==> src/rtl/rcl_map.svh <==
// Function
// - Pin mode: all control settings come from strap levels, no register access.
// - Master mode: read settings from EEPROM, then drive load-complete low.
// - Single device load completes nominally 7.5 ms after load request.
// - Slave writes accepted before, during, after load; masters must arbitrate.
// - Slave mode: configured only by bus master writing our slave address.
// - Master mode strap L1: generate two-wire clock at nominal 303 kHz.
// - Mode strap at L0 selects pin configuration mode.
`ifndef RCL_MAP_SVH
`define RCL_MAP_SVH

// ----------------------------------------
// Clock rate and bus timing
// ----------------------------------------
`define RCL_CLK_MHZ      250
`define RCL_SCL_LOW_NS   1900
`define RCL_SCL_HIGH_NS  1400
`define RCL_SU_STA_NS    2000
`define RCL_HD_STA_NS    1500
`define RCL_HD_DAT_NS    500
`define RCL_SU_STO_NS    1500
`define RCL_SCL_LOW_CYC  (((`RCL_SCL_LOW_NS * `RCL_CLK_MHZ) + 999) / 1000)
`define RCL_SCL_HIGH_CYC (((`RCL_SCL_HIGH_NS * `RCL_CLK_MHZ) + 999) / 1000)
`define RCL_SU_STA_CYC   (((`RCL_SU_STA_NS * `RCL_CLK_MHZ) + 999) / 1000)
`define RCL_HD_STA_CYC   (((`RCL_HD_STA_NS * `RCL_CLK_MHZ) + 999) / 1000)
`define RCL_HD_DAT_CYC   (((`RCL_HD_DAT_NS * `RCL_CLK_MHZ) + 999) / 1000)
`define RCL_SU_STO_CYC   (((`RCL_SU_STO_NS * `RCL_CLK_MHZ) + 999) / 1000)

// ----------------------------------------
// Load timing
// ----------------------------------------
`define RCL_EEPROM_US    7500
`define RCL_EEPROM_CYC   (`RCL_EEPROM_US * `RCL_CLK_MHZ)
`define RCL_FIRST_ACC_MS 50

// ----------------------------------------
// Strap codes and EEPROM addressing
// ----------------------------------------
`define RCL_MODE_PIN     2'h0
`define RCL_MODE_MASTER  2'h1
`define RCL_EE_DEV       7'h50
`define RCL_EE_WADDR     8'h00

`endif

==> src/rtl/rcl_pkg.sv <==
`default_nettype none
package rcl_pkg;
	typedef enum logic [1:0] {
		RCL_CMD_START,
		RCL_CMD_WRITE,
		RCL_CMD_READ,
		RCL_CMD_STOP
	} rcl_cmd_t;
endpackage
`default_nettype wire

==> src/rtl/rcl_eng_if.sv <==
`timescale 1ns/1ns
`default_nettype none
interface rcl_eng_if;
	import rcl_pkg::*;
	logic       req;
	rcl_cmd_t   cmd;
	logic [7:0] wdata;
	logic       ack_n;
	logic       done;
	logic       lost;
	logic [7:0] rdata;
	logic       nack;
	logic       scl_s;
	logic       sda_s;
	logic       scl_oe;
	logic       sda_oe;
	modport eng (
		input  req, cmd, wdata, ack_n, scl_s, sda_s,
		output done, lost, rdata, nack, scl_oe, sda_oe
	);
	modport ctl (
		output req, cmd, wdata, ack_n, scl_s, sda_s,
		input  done, lost, rdata, nack, scl_oe, sda_oe
	);
endinterface
`default_nettype wire

==> src/rtl/rcl_i2c_engine.sv <==
`timescale 1ns/1ns
`default_nettype none
`include "rcl_map.svh"
module rcl_i2c_engine (
	// Clock and reset
	input  wire logic i_sys_clk,
	input  wire logic i_sys_rst,
	// Command side
	rcl_eng_if.eng    bus
);
	import rcl_pkg::*;

	localparam logic [11:0] LOW_C  = 12'(`RCL_SCL_LOW_CYC);
	localparam logic [11:0] HIGH_C = 12'(`RCL_SCL_HIGH_CYC);
	localparam logic [11:0] SUSTA  = 12'(`RCL_SU_STA_CYC);
	localparam logic [11:0] HDSTA  = 12'(`RCL_HD_STA_CYC);
	localparam logic [11:0] HDDAT  = 12'(`RCL_HD_DAT_CYC);
	localparam logic [11:0] SUSTO  = 12'(`RCL_SU_STO_CYC);

	typedef enum logic [2:0] {
		E_IDLE, E_STA_HI, E_STA_LO, E_LOW, E_HIGH, E_STO_LO, E_STO_HI
	} rcl_eng_st_t;

	rcl_eng_st_t st_q;
	rcl_cmd_t    cmd_q;
	logic [11:0] cnt_q;
	logic [8:0]  sh_q;
	logic [8:0]  rx_q;
	logic [3:0]  bit_q;

	wire arb_lose = (cmd_q == RCL_CMD_WRITE) && (bit_q < 4'h8) && sh_q[8] && !bus.sda_s;

	assign bus.rdata = rx_q[8:1];
	assign bus.nack  = rx_q[0];

	// ----------------------------------------
	// Bit sequencer
	// ----------------------------------------
	always_ff @(posedge i_sys_clk or posedge i_sys_rst) begin
		if (i_sys_rst) begin
			st_q       <= E_IDLE;
			cmd_q      <= RCL_CMD_START;
			cnt_q      <= 12'h000;
			sh_q       <= 9'h1FF;
			rx_q       <= 9'h000;
			bit_q      <= 4'h0;
			bus.scl_oe <= 1'b0;
			bus.sda_oe <= 1'b0;
			bus.done   <= 1'b0;
			bus.lost   <= 1'b0;
		end else begin
			bus.done <= 1'b0;
			bus.lost <= 1'b0;
			cnt_q    <= cnt_q + 12'h001;
			unique case (st_q)
				E_IDLE: begin
					// Low phase keeps counting over the command gap
					if (!bus.scl_oe) begin
						cnt_q <= 12'h000;
					end
					bit_q <= 4'h0;
					if (bus.req) begin
						cmd_q <= bus.cmd;
						sh_q  <= (bus.cmd == RCL_CMD_WRITE) ? {bus.wdata, 1'b1} : {8'hFF, bus.ack_n};
						st_q  <= (bus.cmd == RCL_CMD_START) ? E_STA_HI :
						         (bus.cmd == RCL_CMD_STOP) ? E_STO_LO : E_LOW;
					end
				end
				E_STA_HI: begin
					bus.sda_oe <= 1'b0;
					if (bus.scl_oe) begin
						if (cnt_q == LOW_C - 12'h001) begin
							bus.scl_oe <= 1'b0;
							cnt_q      <= 12'h000;
						end
					end else if (!bus.sda_s && cnt_q > 12'h002) begin
						bus.lost <= 1'b1;
						bus.done <= 1'b1;
						st_q     <= E_IDLE;
					end else if (!bus.scl_s) begin
						cnt_q <= 12'h000;
					end else if (cnt_q == SUSTA - 12'h001) begin
						bus.sda_oe <= 1'b1;
						cnt_q      <= 12'h000;
						st_q       <= E_STA_LO;
					end
				end
				E_STA_LO: begin
					if (cnt_q == HDSTA - 12'h001) begin
						cnt_q      <= 12'h000;
						bus.scl_oe <= 1'b1;
						bus.done   <= 1'b1;
						st_q       <= E_IDLE;
					end
				end
				E_LOW: begin
					bus.scl_oe <= 1'b1;
					if (cnt_q == HDDAT) begin
						bus.sda_oe <= ~sh_q[8];
					end
					if (cnt_q == LOW_C - 12'h001) begin
						bus.scl_oe <= 1'b0;
						cnt_q      <= 12'h000;
						st_q       <= E_HIGH;
					end
				end
				E_HIGH: begin
					if (!bus.scl_s) begin
						cnt_q <= 12'h000;
					end else if (cnt_q == (HIGH_C >> 1)) begin
						rx_q <= {rx_q[7:0], bus.sda_s};
						if (arb_lose) begin
							bus.sda_oe <= 1'b0;
							bus.lost   <= 1'b1;
							bus.done   <= 1'b1;
							st_q       <= E_IDLE;
						end
					end else if (cnt_q == HIGH_C - 12'h001) begin
						bus.scl_oe <= 1'b1;
						sh_q       <= {sh_q[7:0], 1'b1};
						bit_q      <= bit_q + 4'h1;
						cnt_q      <= 12'h000;
						st_q       <= (bit_q == 4'h8) ? E_IDLE : E_LOW;
						bus.done   <= (bit_q == 4'h8);
					end
				end
				E_STO_LO: begin
					bus.scl_oe <= 1'b1;
					if (cnt_q == HDDAT) begin
						bus.sda_oe <= 1'b1;
					end
					if (cnt_q == LOW_C - 12'h001) begin
						bus.scl_oe <= 1'b0;
						cnt_q      <= 12'h000;
						st_q       <= E_STO_HI;
					end
				end
				E_STO_HI: begin
					if (!bus.scl_s) begin
						cnt_q <= 12'h000;
					end else if (cnt_q == SUSTO - 12'h001) begin
						bus.sda_oe <= 1'b0;
						bus.done   <= 1'b1;
						st_q       <= E_IDLE;
					end
				end
			endcase
		end
	end
endmodule
`default_nettype wire

==> src/rtl/rcl_top.sv <==
`timescale 1ns/1ns
`default_nettype none
`include "rcl_map.svh"
module rcl_top #(
	parameter int           CFG_BYTES = 16,
	parameter int           LOAD_CYC  = `RCL_EEPROM_CYC,
	parameter int           POR_CYC   = 16,
	parameter logic [6:0]   SLV_ADDR  = 7'h18
) (
	// Clock and reset
	input  wire logic                   i_sys_clk,
	input  wire logic                   i_sys_rst,
	// Straps and load request
	input  wire logic [1:0]             i_mode_strap,
	input  wire logic [3:0]             i_dev_index,
	input  wire logic [3:0]             i_dev_count,
	input  wire logic [CFG_BYTES*8-1:0] i_strap_cfg,
	input  wire logic                   i_read_en_n,
	// Two-wire bus pins
	input  wire logic                   i_scl,
	output logic                        o_scl_oe,
	input  wire logic                   i_sda,
	output logic                        o_sda_oe,
	// Status and settings
	output logic                        o_all_done_n,
	output logic                        o_cfg_valid,
	output logic [CFG_BYTES*8-1:0]      o_cfg
);
	import rcl_pkg::*;

	localparam int SW = CFG_BYTES * 8 + 13;
	localparam int BW = $clog2(CFG_BYTES);

	typedef enum logic [3:0] {
		M_POR, M_IDLE, M_START, M_DEVW, M_WADDR, M_RSTA, M_DEVR,
		M_READ, M_STOP, M_BACK, M_WAIT, M_DONE, M_OFF
	} rcl_mst_st_t;

	typedef enum logic [1:0] {S_IDLE, S_ADDR, S_REG, S_DATA} rcl_slv_st_t;

	rcl_eng_if eng ();

	// ----------------------------------------
	// Input synchronisers
	// ----------------------------------------
	logic [SW-1:0] sync_a_q;
	logic [SW-1:0] sync_b_q;
	logic          scl_d_q;
	logic          sda_d_q;

	always_ff @(posedge i_sys_clk or posedge i_sys_rst) begin
		if (i_sys_rst) begin
			sync_a_q <= '1;
			sync_b_q <= '1;
			scl_d_q  <= 1'b1;
			sda_d_q  <= 1'b1;
		end else begin
			sync_a_q <= {i_scl, i_sda, i_read_en_n, i_mode_strap, i_dev_index, i_dev_count, i_strap_cfg};
			sync_b_q <= sync_a_q;
			scl_d_q  <= sync_b_q[SW-1];
			sda_d_q  <= sync_b_q[SW-2];
		end
	end

	wire                   scl_s     = sync_b_q[SW-1];
	wire                   sda_s     = sync_b_q[SW-2];
	wire                   rd_en_n_s = sync_b_q[SW-3];
	wire [1:0]             mode_s    = sync_b_q[SW-4:SW-5];
	wire [3:0]             idx_s     = sync_b_q[SW-6:SW-9];
	wire [3:0]             cnt_s     = sync_b_q[SW-10:SW-13];
	wire [CFG_BYTES*8-1:0] strap_s   = sync_b_q[CFG_BYTES*8-1:0];
	wire                   scl_rise  = scl_s && !scl_d_q;
	wire                   scl_fall  = !scl_s && scl_d_q;
	wire                   bus_start = scl_s && scl_d_q && !sda_s && sda_d_q;
	wire                   bus_stop  = scl_s && scl_d_q && sda_s && !sda_d_q;

	assign eng.scl_s = scl_s;
	assign eng.sda_s = sda_s;

	rcl_i2c_engine u_eng (
		.i_sys_clk (i_sys_clk),
		.i_sys_rst (i_sys_rst),
		.bus       (eng.eng)
	);

	// ----------------------------------------
	// Power-on and strap capture
	// ----------------------------------------
	logic [7:0] por_q;
	logic [1:0] mode_q;
	logic [3:0] idx_q;
	logic [3:0] devs_q;
	wire        por_done = (por_q == 8'(POR_CYC));

	always_ff @(posedge i_sys_clk or posedge i_sys_rst) begin
		if (i_sys_rst) begin
			por_q  <= 8'h00;
			mode_q <= 2'h0;
			idx_q  <= 4'h0;
			devs_q <= 4'h1;
		end else if (!por_done) begin
			por_q  <= por_q + 8'h01;
			mode_q <= mode_s;
			idx_q  <= idx_s;
			devs_q <= (cnt_s == 4'h0) ? 4'h1 : cnt_s;
		end
	end

	wire pin_mode = (mode_q == `RCL_MODE_PIN);
	wire mst_mode = (mode_q == `RCL_MODE_MASTER);

	// ----------------------------------------
	// EEPROM load sequencer
	// ----------------------------------------
	rcl_mst_st_t st_q;
	rcl_mst_st_t nxt;
	logic        issued_q;
	logic        req_q;
	logic        retry_q;
	logic [BW-1:0] byte_q;
	logic [3:0]  slot_q;
	logic [20:0] tmr_q;
	logic [3:0]  tslot_q;
	logic        bus_busy_q;

	wire last_byte = (byte_q == BW'(CFG_BYTES - 1));
	wire last_rd   = last_byte && (slot_q == devs_q - 4'h1);
	wire time_up   = (tslot_q >= devs_q);
	wire own_slot  = (slot_q == idx_q);
	wire rd_done   = eng.done && (st_q == M_READ);

	assign eng.req   = req_q;
	assign eng.ack_n = last_rd;
	assign eng.cmd   = (st_q == M_START || st_q == M_RSTA) ? RCL_CMD_START :
	                   (st_q == M_READ) ? RCL_CMD_READ :
	                   (st_q == M_STOP) ? RCL_CMD_STOP : RCL_CMD_WRITE;
	assign eng.wdata = (st_q == M_DEVW) ? {`RCL_EE_DEV, 1'b0} :
	                   (st_q == M_DEVR) ? {`RCL_EE_DEV, 1'b1} : `RCL_EE_WADDR;

	always_comb begin
		nxt = st_q;
		unique case (st_q)
			M_POR:   nxt = !por_done ? M_POR : (mst_mode ? M_IDLE : M_OFF);
			M_IDLE:  nxt = !rd_en_n_s ? M_START : M_IDLE;
			M_START: nxt = M_DEVW;
			M_DEVW:  nxt = eng.nack ? M_STOP : M_WADDR;
			M_WADDR: nxt = eng.nack ? M_STOP : M_RSTA;
			M_RSTA:  nxt = M_DEVR;
			M_DEVR:  nxt = eng.nack ? M_STOP : M_READ;
			M_READ:  nxt = last_rd ? M_STOP : M_READ;
			M_STOP:  nxt = retry_q ? M_START : M_WAIT;
			M_BACK:  nxt = M_BACK;
			M_WAIT:  nxt = M_WAIT;
			M_DONE:  nxt = M_DONE;
			M_OFF:   nxt = M_OFF;
		endcase
	end

	wire nack_hit = eng.nack && (st_q == M_DEVW || st_q == M_WADDR || st_q == M_DEVR);

	always_ff @(posedge i_sys_clk or posedge i_sys_rst) begin
		if (i_sys_rst) begin
			st_q     <= M_POR;
			issued_q <= 1'b0;
			req_q    <= 1'b0;
			retry_q  <= 1'b0;
		end else begin
			req_q <= 1'b0;
			if (st_q inside {M_POR, M_IDLE}) begin
				st_q <= nxt;
			end else if (st_q == M_BACK) begin
				st_q <= bus_busy_q ? M_BACK : M_START;
			end else if (st_q == M_WAIT) begin
				st_q <= time_up ? M_DONE : M_WAIT;
			end else if (st_q inside {M_DONE, M_OFF}) begin
				st_q <= st_q;
			end else if (!issued_q) begin
				req_q    <= 1'b1;
				issued_q <= 1'b1;
			end else if (eng.done) begin
				issued_q <= 1'b0;
				if (eng.lost) begin
					st_q <= M_BACK;
				end else begin
					st_q <= nxt;
				end
				if (st_q == M_STOP) begin
					retry_q <= 1'b0;
				end else if (nack_hit) begin
					retry_q <= 1'b1;
				end
			end
		end
	end

	always_ff @(posedge i_sys_clk or posedge i_sys_rst) begin
		if (i_sys_rst) begin
			byte_q  <= '0;
			slot_q  <= 4'h0;
			tmr_q   <= 21'h00_0000;
			tslot_q <= 4'h0;
		end else begin
			if (st_q == M_START) begin
				byte_q <= '0;
				slot_q <= 4'h0;
			end else if (rd_done && !eng.lost) begin
				byte_q <= last_byte ? '0 : byte_q + BW'(1);
				slot_q <= last_byte ? slot_q + 4'h1 : slot_q;
			end
			if (!(st_q inside {M_POR, M_IDLE, M_DONE, M_OFF}) && !time_up) begin
				tmr_q   <= (tmr_q == 21'(LOAD_CYC - 1)) ? 21'h00_0000 : tmr_q + 21'h00_0001;
				tslot_q <= (tmr_q == 21'(LOAD_CYC - 1)) ? tslot_q + 4'h1 : tslot_q;
			end
		end
	end

	// ----------------------------------------
	// Slave write receiver
	// ----------------------------------------
	rcl_slv_st_t sst_q;
	logic [7:0]  ssh_q;
	logic [3:0]  sbit_q;
	logic [7:0]  sptr_q;
	logic        sack_q;
	logic        swr_q;

	wire slv_en = !pin_mode && por_done;
	wire addr_ok = (ssh_q[7:1] == SLV_ADDR) && !ssh_q[0];

	always_ff @(posedge i_sys_clk or posedge i_sys_rst) begin
		if (i_sys_rst) begin
			sst_q      <= S_IDLE;
			ssh_q      <= 8'h00;
			sbit_q     <= 4'h0;
			sptr_q     <= 8'h00;
			sack_q     <= 1'b0;
			swr_q      <= 1'b0;
			bus_busy_q <= 1'b0;
		end else begin
			swr_q <= 1'b0;
			if (bus_start) begin
				bus_busy_q <= 1'b1;
			end else if (bus_stop) begin
				bus_busy_q <= 1'b0;
			end
			if (bus_start) begin
				sst_q  <= slv_en ? S_ADDR : S_IDLE;
				sbit_q <= 4'h0;
				sack_q <= 1'b0;
			end else if (bus_stop) begin
				sst_q  <= S_IDLE;
				sack_q <= 1'b0;
			end else if (sst_q != S_IDLE) begin
				if (scl_rise && !sack_q) begin
					ssh_q  <= {ssh_q[6:0], sda_s};
					sbit_q <= sbit_q + 4'h1;
				end else if (scl_fall && sack_q) begin
					sack_q <= 1'b0;
					sbit_q <= 4'h0;
				end else if (scl_fall && sbit_q == 4'h8) begin
					sbit_q <= 4'h0;
					unique case (sst_q)
						S_ADDR: begin
							sack_q <= addr_ok;
							sst_q  <= addr_ok ? S_REG : S_IDLE;
						end
						S_REG: begin
							sack_q <= 1'b1;
							sptr_q <= ssh_q;
							sst_q  <= S_DATA;
						end
						S_DATA: begin
							sack_q <= 1'b1;
							swr_q  <= 1'b1;
						end
						S_IDLE: sst_q <= S_IDLE;
					endcase
				end
				if (swr_q) begin
					sptr_q <= sptr_q + 8'h01;
				end
			end
		end
	end

	// ----------------------------------------
	// Settings store and outputs
	// ----------------------------------------
	logic [7:0] cfg_q [CFG_BYTES];

	always_ff @(posedge i_sys_clk or posedge i_sys_rst) begin
		if (i_sys_rst) begin
			for (int i = 0; i < CFG_BYTES; i++) begin
				cfg_q[i] <= 8'h00;
			end
		end else if (pin_mode) begin
			for (int i = 0; i < CFG_BYTES; i++) begin
				cfg_q[i] <= strap_s[i*8 +: 8];
			end
		end else if (swr_q && sptr_q < 8'(CFG_BYTES)) begin
			cfg_q[sptr_q[BW-1:0]] <= ssh_q;
		end else if (rd_done && !eng.lost && own_slot) begin
			cfg_q[byte_q] <= eng.rdata;
		end
	end

	for (genvar g = 0; g < CFG_BYTES; g++) begin : g_cfg
		assign o_cfg[g*8 +: 8] = cfg_q[g];
	end

	always_ff @(posedge i_sys_clk or posedge i_sys_rst) begin
		if (i_sys_rst) begin
			o_scl_oe     <= 1'b0;
			o_sda_oe     <= 1'b0;
			o_all_done_n <= 1'b1;
			o_cfg_valid  <= 1'b0;
		end else begin
			o_scl_oe     <= eng.scl_oe;
			o_sda_oe     <= eng.sda_oe || sack_q;
			o_all_done_n <= (st_q != M_DONE);
			o_cfg_valid  <= (st_q == M_DONE) || (por_done && !mst_mode);
		end
	end
endmodule
`default_nettype wire

==> config.mk <==
export PLATFORM = sky130hd
export DESIGN_NAME = rcl_top
export DESIGN_NICKNAME = d
export VERILOG_FILES = /design/src/rtl/rcl_pkg.sv /design/src/rtl/rcl_eng_if.sv /design/src/rtl/rcl_i2c_engine.sv /design/src/rtl/rcl_top.sv
export VERILOG_INCLUDE_DIRS = /design/src /design/src/rtl
export SDC_FILE = /design/constraint.sdc
export NUM_CORES = 1
export LEC_CHECK = 0
export BUFFER_PORTS_ARGS = -buffer_cell sky130_fd_sc_hd__buf_2
export CORE_ASPECT_RATIO = 1.4
export CORE_UTILIZATION = 58
export CTS_BUF_LIST = sky130_fd_sc_hd__clkbuf_4 sky130_fd_sc_hd__clkbuf_8 sky130_fd_sc_hd__clkbuf_16
export DETAILED_ROUTE_END_ITERATION = 8
export GPL_ROUTABILITY_DRIVEN = 1
export PLACE_DENSITY = 0.76
export SYNTH_ARGS = -nofsm -noshare
export SYNTH_HDL_FRONTEND = slang
export SYNTH_HIERARCHICAL = 1
export SYNTH_SLANG_ARGS = --single-unit
==> constraint.sdc <==
create_clock -name i_sys_clk -period 23.4 [get_ports i_sys_clk]
set_input_delay 4.68 -clock i_sys_clk [delete_from_list [all_inputs] [get_ports i_sys_clk]]
set_output_delay 4.68 -clock i_sys_clk [all_outputs]
set_load 0.02 [all_outputs]
======== Yosys cells after proc, flatten, opt, wreduce, memory -nomap -nowiden ========
Cells that the tools add are included.
operators by class
  order comparisons ....................... 8
  add/subtract/negate cells ............... 10
  bitwise gates (word level) .............. 9
  muxes and demuxes ....................... 155
  reductions and logical operators ........ 90
  equality and inequality tests ........... 64
operators with widths
  cell                   count
  $mux 128               3
  $bwmux 128             2
  $mux 12                11
  $mux 4                 31
  $mux 8                 9
  $pmux 12 s6            1
  $demux 8 s4            2
  $mux 1                 53
  $pmux 4 s13            1
  $eq 12x9->1 const B    4
  $mux 3                 15
  $mux 9                 5
  $eq 4x4->1 const B     8
  $logic_and 1x1->1      26
  $mux 2                 12
  $reduce_bool 4->1      6
  $reduce_bool 2->1      11
  $add 21x1->21 const B  1
  $eq 21x21->1 const B   1
  $mux 21                1
  $pmux 3 s7             1
  $add 4x1->4 const B    5
  $ne 2x1->1 const B     9
  $pmux 9 s2             1
  other kinds (49)       117
word-level totals
  word-level logic and storage cells ...... 389
  bits of input ports ..................... 143
  output and inout bits ................... 132
  bits in registers ....................... 542

======== Logic depth before layout (Yosys ltp) ========
  depth in word-level cells ............... 12
  gate-level depth with buffers ........... 12
  mapped depth without buffers ............ 10

======== Modules after synthesis ========
The synthesis kept the hierarchy.
modules (own cells, without submodules)
  module          area an instance (µm²)  seq. area each (µm²)  cells an instance  instances
  rcl_top         20,380.8                12,844.8              1,596              1
  rcl_i2c_engine  2,607.5                 1,087.3               283                1

======== Least setup slack after synthesis ========
OpenSTA, ideal clock, no wires.
  kind .................................... register to output
  start point ............................. register o_all_done_n
  end point ............................... output o_all_done_n
  buffers on the path ..................... 0
  data arrival time ....................... 0.554 ns
  stages on the path, launching flop included .. 1
  data required time ...................... 18.720 ns
  slack ................................... 18.166 ns
  cells stage by stage .................... dfstp_2
RTL lines
  what                    line            text
  start, declared         rcl_top.sv:25   output logic o_all_done_n,
  start signal, assigned  rcl_top.sv:320  o_all_done_n <= (st_q != M_DONE);
No word-level cell between the ends.

==> results_dict.tcl <==
set metrics [dict create \
    status "complete, no violations" \
    grt_setup_unrepaired "no" \
    vias_per_cell 6.24 \
    period_minus_slack_ns 6.88 \
    fin_skew_ns 0.0135 \
    boundaryPins 275 \
    htreeDepth 2 \
    p_int_mw 1.73 \
    area_growth_pct 15.2 \
    post_cts_buffers 0 \
    period_share_pct 29.4 \
    first_global_vias 16800 \
    max-cap-violations 0 \
    layout.cells.most_common_list "295 x dfstp_2, 274 x buf_2, 247 x dfrtp_1" \
    clk_path_buf_depth 3 \
    synth_area_leaders "dfstp_2 34%, dfrtp_1 27%, mux2_2 7.1%, nand2_1 2.2%, o21ai_0 2.2%" \
    finalNetCount 2284 \
    async_flop_share_pct 100 \
    drt_iter0_markers 1860 \
    placed_cells 2580 \
    fp.dieH_um 238 \
    synth_area_leader_cell "dfstp_2" \
    ys_warn_count 6 \
    synth_enable_flop_cells 0 \
    synth.distinct_cells 87 \
    final_common_cell "dfstp_2" \
    crit_fanout 196 \
    hold_viol 0 \
    regArea_um2 13900 \
    worst_pin_slew_ns 1.20 \
    rows 85 \
    grt_usage_pct 31.9 \
    root_buffer "clkbuf_16" \
    powerDensity_nw_per_um2 94.3 \
    postPlaceCellArea_um2 24700 \
    crit_buf_inv 4 \
    drive_gt1_share_pct 41.3 \
    die_area_um2 40400 \
    start_util_pct 59.4 \
    switching_share_pct 30.8 \
    port_buffers 274 \
    post-dp-hpwl_mm 43.0 \
    critPathSlowestCell "buf_4" \
    clock-sinks 542 \
    cts-hold-fix-buffers 0 \
    slew_violations 0 \
    fin_setup_tns_ns 0 \
    grt_max_degree 197 \
    final.fill_count 2758 \
    wl_per_cell_um 23.7 \
    slowest_delay_ns 0.94 \
    cts_buffers 50 \
    fin_cells 2675 \
    multi_input_area_um2 8390 \
    crit_family "buffers and inverters" \
    fp.dieW_um 170 \
    criticalPathCategory "in -> async" \
    avgSynthCellArea_um2 12.2 \
    synth_top_cell_area_share_pct 33.7 \
    cp_data_arrival_time_ns 7.44 \
    post-route-util_pct 68.4 \
    power_frac_comb_pct 17.9 \
    yosysSeqAreaShare_pct 60.6 \
    path_clk_slew_ns 0.06 \
    core_um2 38700 \
    cellLeakagePower_nw 11.7 \
    antenna_left 0 \
    setup_viol 0 \
    worst_slack_ns 16.52 \
    startpoint_type "input pin" \
    relSlewSlack_pct 20.2 \
    p_seq_share_pct 47.5 \
    cp.required_ns 23.96 \
    clock_latency_ns 0.59 \
    final_cell_area_um2 26500 \
    cts_tree "done" \
    p_switching_mw 0.768 \
    syn_inst 1879 \
    antenna_found_initial 1 \
    synth_ff_type "dfstp_2" \
    p_clk_share_pct 34.6 \
    synth_seq_cells 542 \
    grt_overflow_total 0 \
    crit_chain "buf_2 -> inv_8 -> buf_12 -> buf_4" \
    routed_wl_mm 63.3 \
    drc_errors 0 \
    drtPass1Iterations 8 \
    place_congestion 0.938 \
    synth_area_um2 23000 \
    dpl_worst_slack_ns 15.90 \
    post_cts_resized 0 \
    ir_drop_mv 0.0758 \
    grt_pass1_wl_mm 97.0 \
    fmax_mhz 145 \
    min_path_type "reg -> reg" \
    num_vias 16700 \
    worstSetupEndpointType "asynchronous set/reset pin" \
]
-- path summary, 6_finish.rpt --
check,to,cells after the start,startpoint,slack (ns)
max,o_cfg[22]$_DFFE_PP0P_,4,i_sys_rst,16.52
min,sync_b_q[122]$_DFF_PP1_,0,sync_a_q[122]$_DFF_PP1_,0.35
max reg2reg,o_cfg[59]$_DFFE_PP0P_,5,swr_q$_DFF_PP0_,19.89
min reg2reg,sync_b_q[122]$_DFF_PP1_,0,sync_a_q[122]$_DFF_PP1_,0.35
max in group i_sys_clk,o_cfg[79],1,o_cfg[79]$_DFFE_PP0P_,17.44
min in group asynchronous,o_cfg[57]$_DFFE_PP0P_,2,i_sys_rst,4.29
-- power by group through the flow --
stage | clock (mW) | sequential (mW) | combinational, mW
2_1_floorplan | 0 | 1.15 | 0.316
3_3_place_gp | 0 | 1.19 | 0.429
3_5_place_dp | 0 | 1.19 | 0.440
4_1_cts | 0.871 | 1.18 | 0.444
5_1_grt | 0.912 | 1.19 | 0.487
6_report | 0.863 | 1.19 | 0.448
-- cell type report --
cell class / count / share of cell area, %
multi-input combinational: 1167 / 31.7
clock buffer: 68 / 5.65
clock inverter: 26 / 1.04
timing repair buffer: 291 / 5.71
antenna: 1 / 0.00945
inverter: 58 / 0.850
sequential: 542 / 52.6
tap: 522 / 2.47
-- synth_stat cells, types with 10 or more instances --
master and n:
a21oi_1 70, a221o_1 42, a22oi_1 34, a32oi_1 32
and3_1 40, clkbuf_1 96, dfrtp_1 247, dfstp_2 295
ha_1 31, inv_1 56, mux2_2 144, mux2i_1 16
nand2_1 137, nand2b_1 12, nand3_1 72, nand4_1 17
nor2_1 107, nor2_2 10, nor2b_1 14, nor3_1 17
nor4_1 10, o21ai_0 102, o221ai_1 17, o22a_1 10
o31ai_1 10, xnor2_1 23, xor2_1 18
-- metal layers --
layer | track usage, % | up-vias | part of all wire (%)
li1 | - | 7248 | -
met1 | 37.2 | 8329 | 36
met2 | 52.8 | 856 | 49
met3 | 6.33 | 263 | 7.8
met4 | 21.9 | 2 | 7.4
met5 | 0 | - | 0.013
-- state kept, by name, indices dropped and copies added (netlist names), 8 cells and up --
register / flops
o_cfg: 128
por_q: 8
sptr_q: 8
ssh_q: 8
sync_a_q: 141
sync_b_q: 141
tmr_q: 21
u_eng/cnt_q: 12
u_eng/rx_q: 9
u_eng/sh_q: 9
-- stage by stage --
stage | power [mW] | hold slack (ns)
after floorplan | 1.47 | 0.345
after global placement | 1.62 | 0.345
after detailed placement | 1.63 | 0.347
after CTS | 2.49 | 0.352
after global routing | 2.59 | 0.356
final | 2.50 | 0.351
-- logic make-up after synthesis --
family | Yosys count | share of synthesized area (%)
DFF | 542 | 60.6
and+or+nand+nor | 509 | 11.5
AOI/OAI and AO/OA | 413 | 13.3
buffers and inverters | 174 | 3.04
muxes | 168 | 8.27
xor gates and xnor gates | 41 | 1.56
adders and majority gates | 31 | 1.69
other | 1 | 0.0163
No activity file was read; power rests on OpenSTA's default activity.
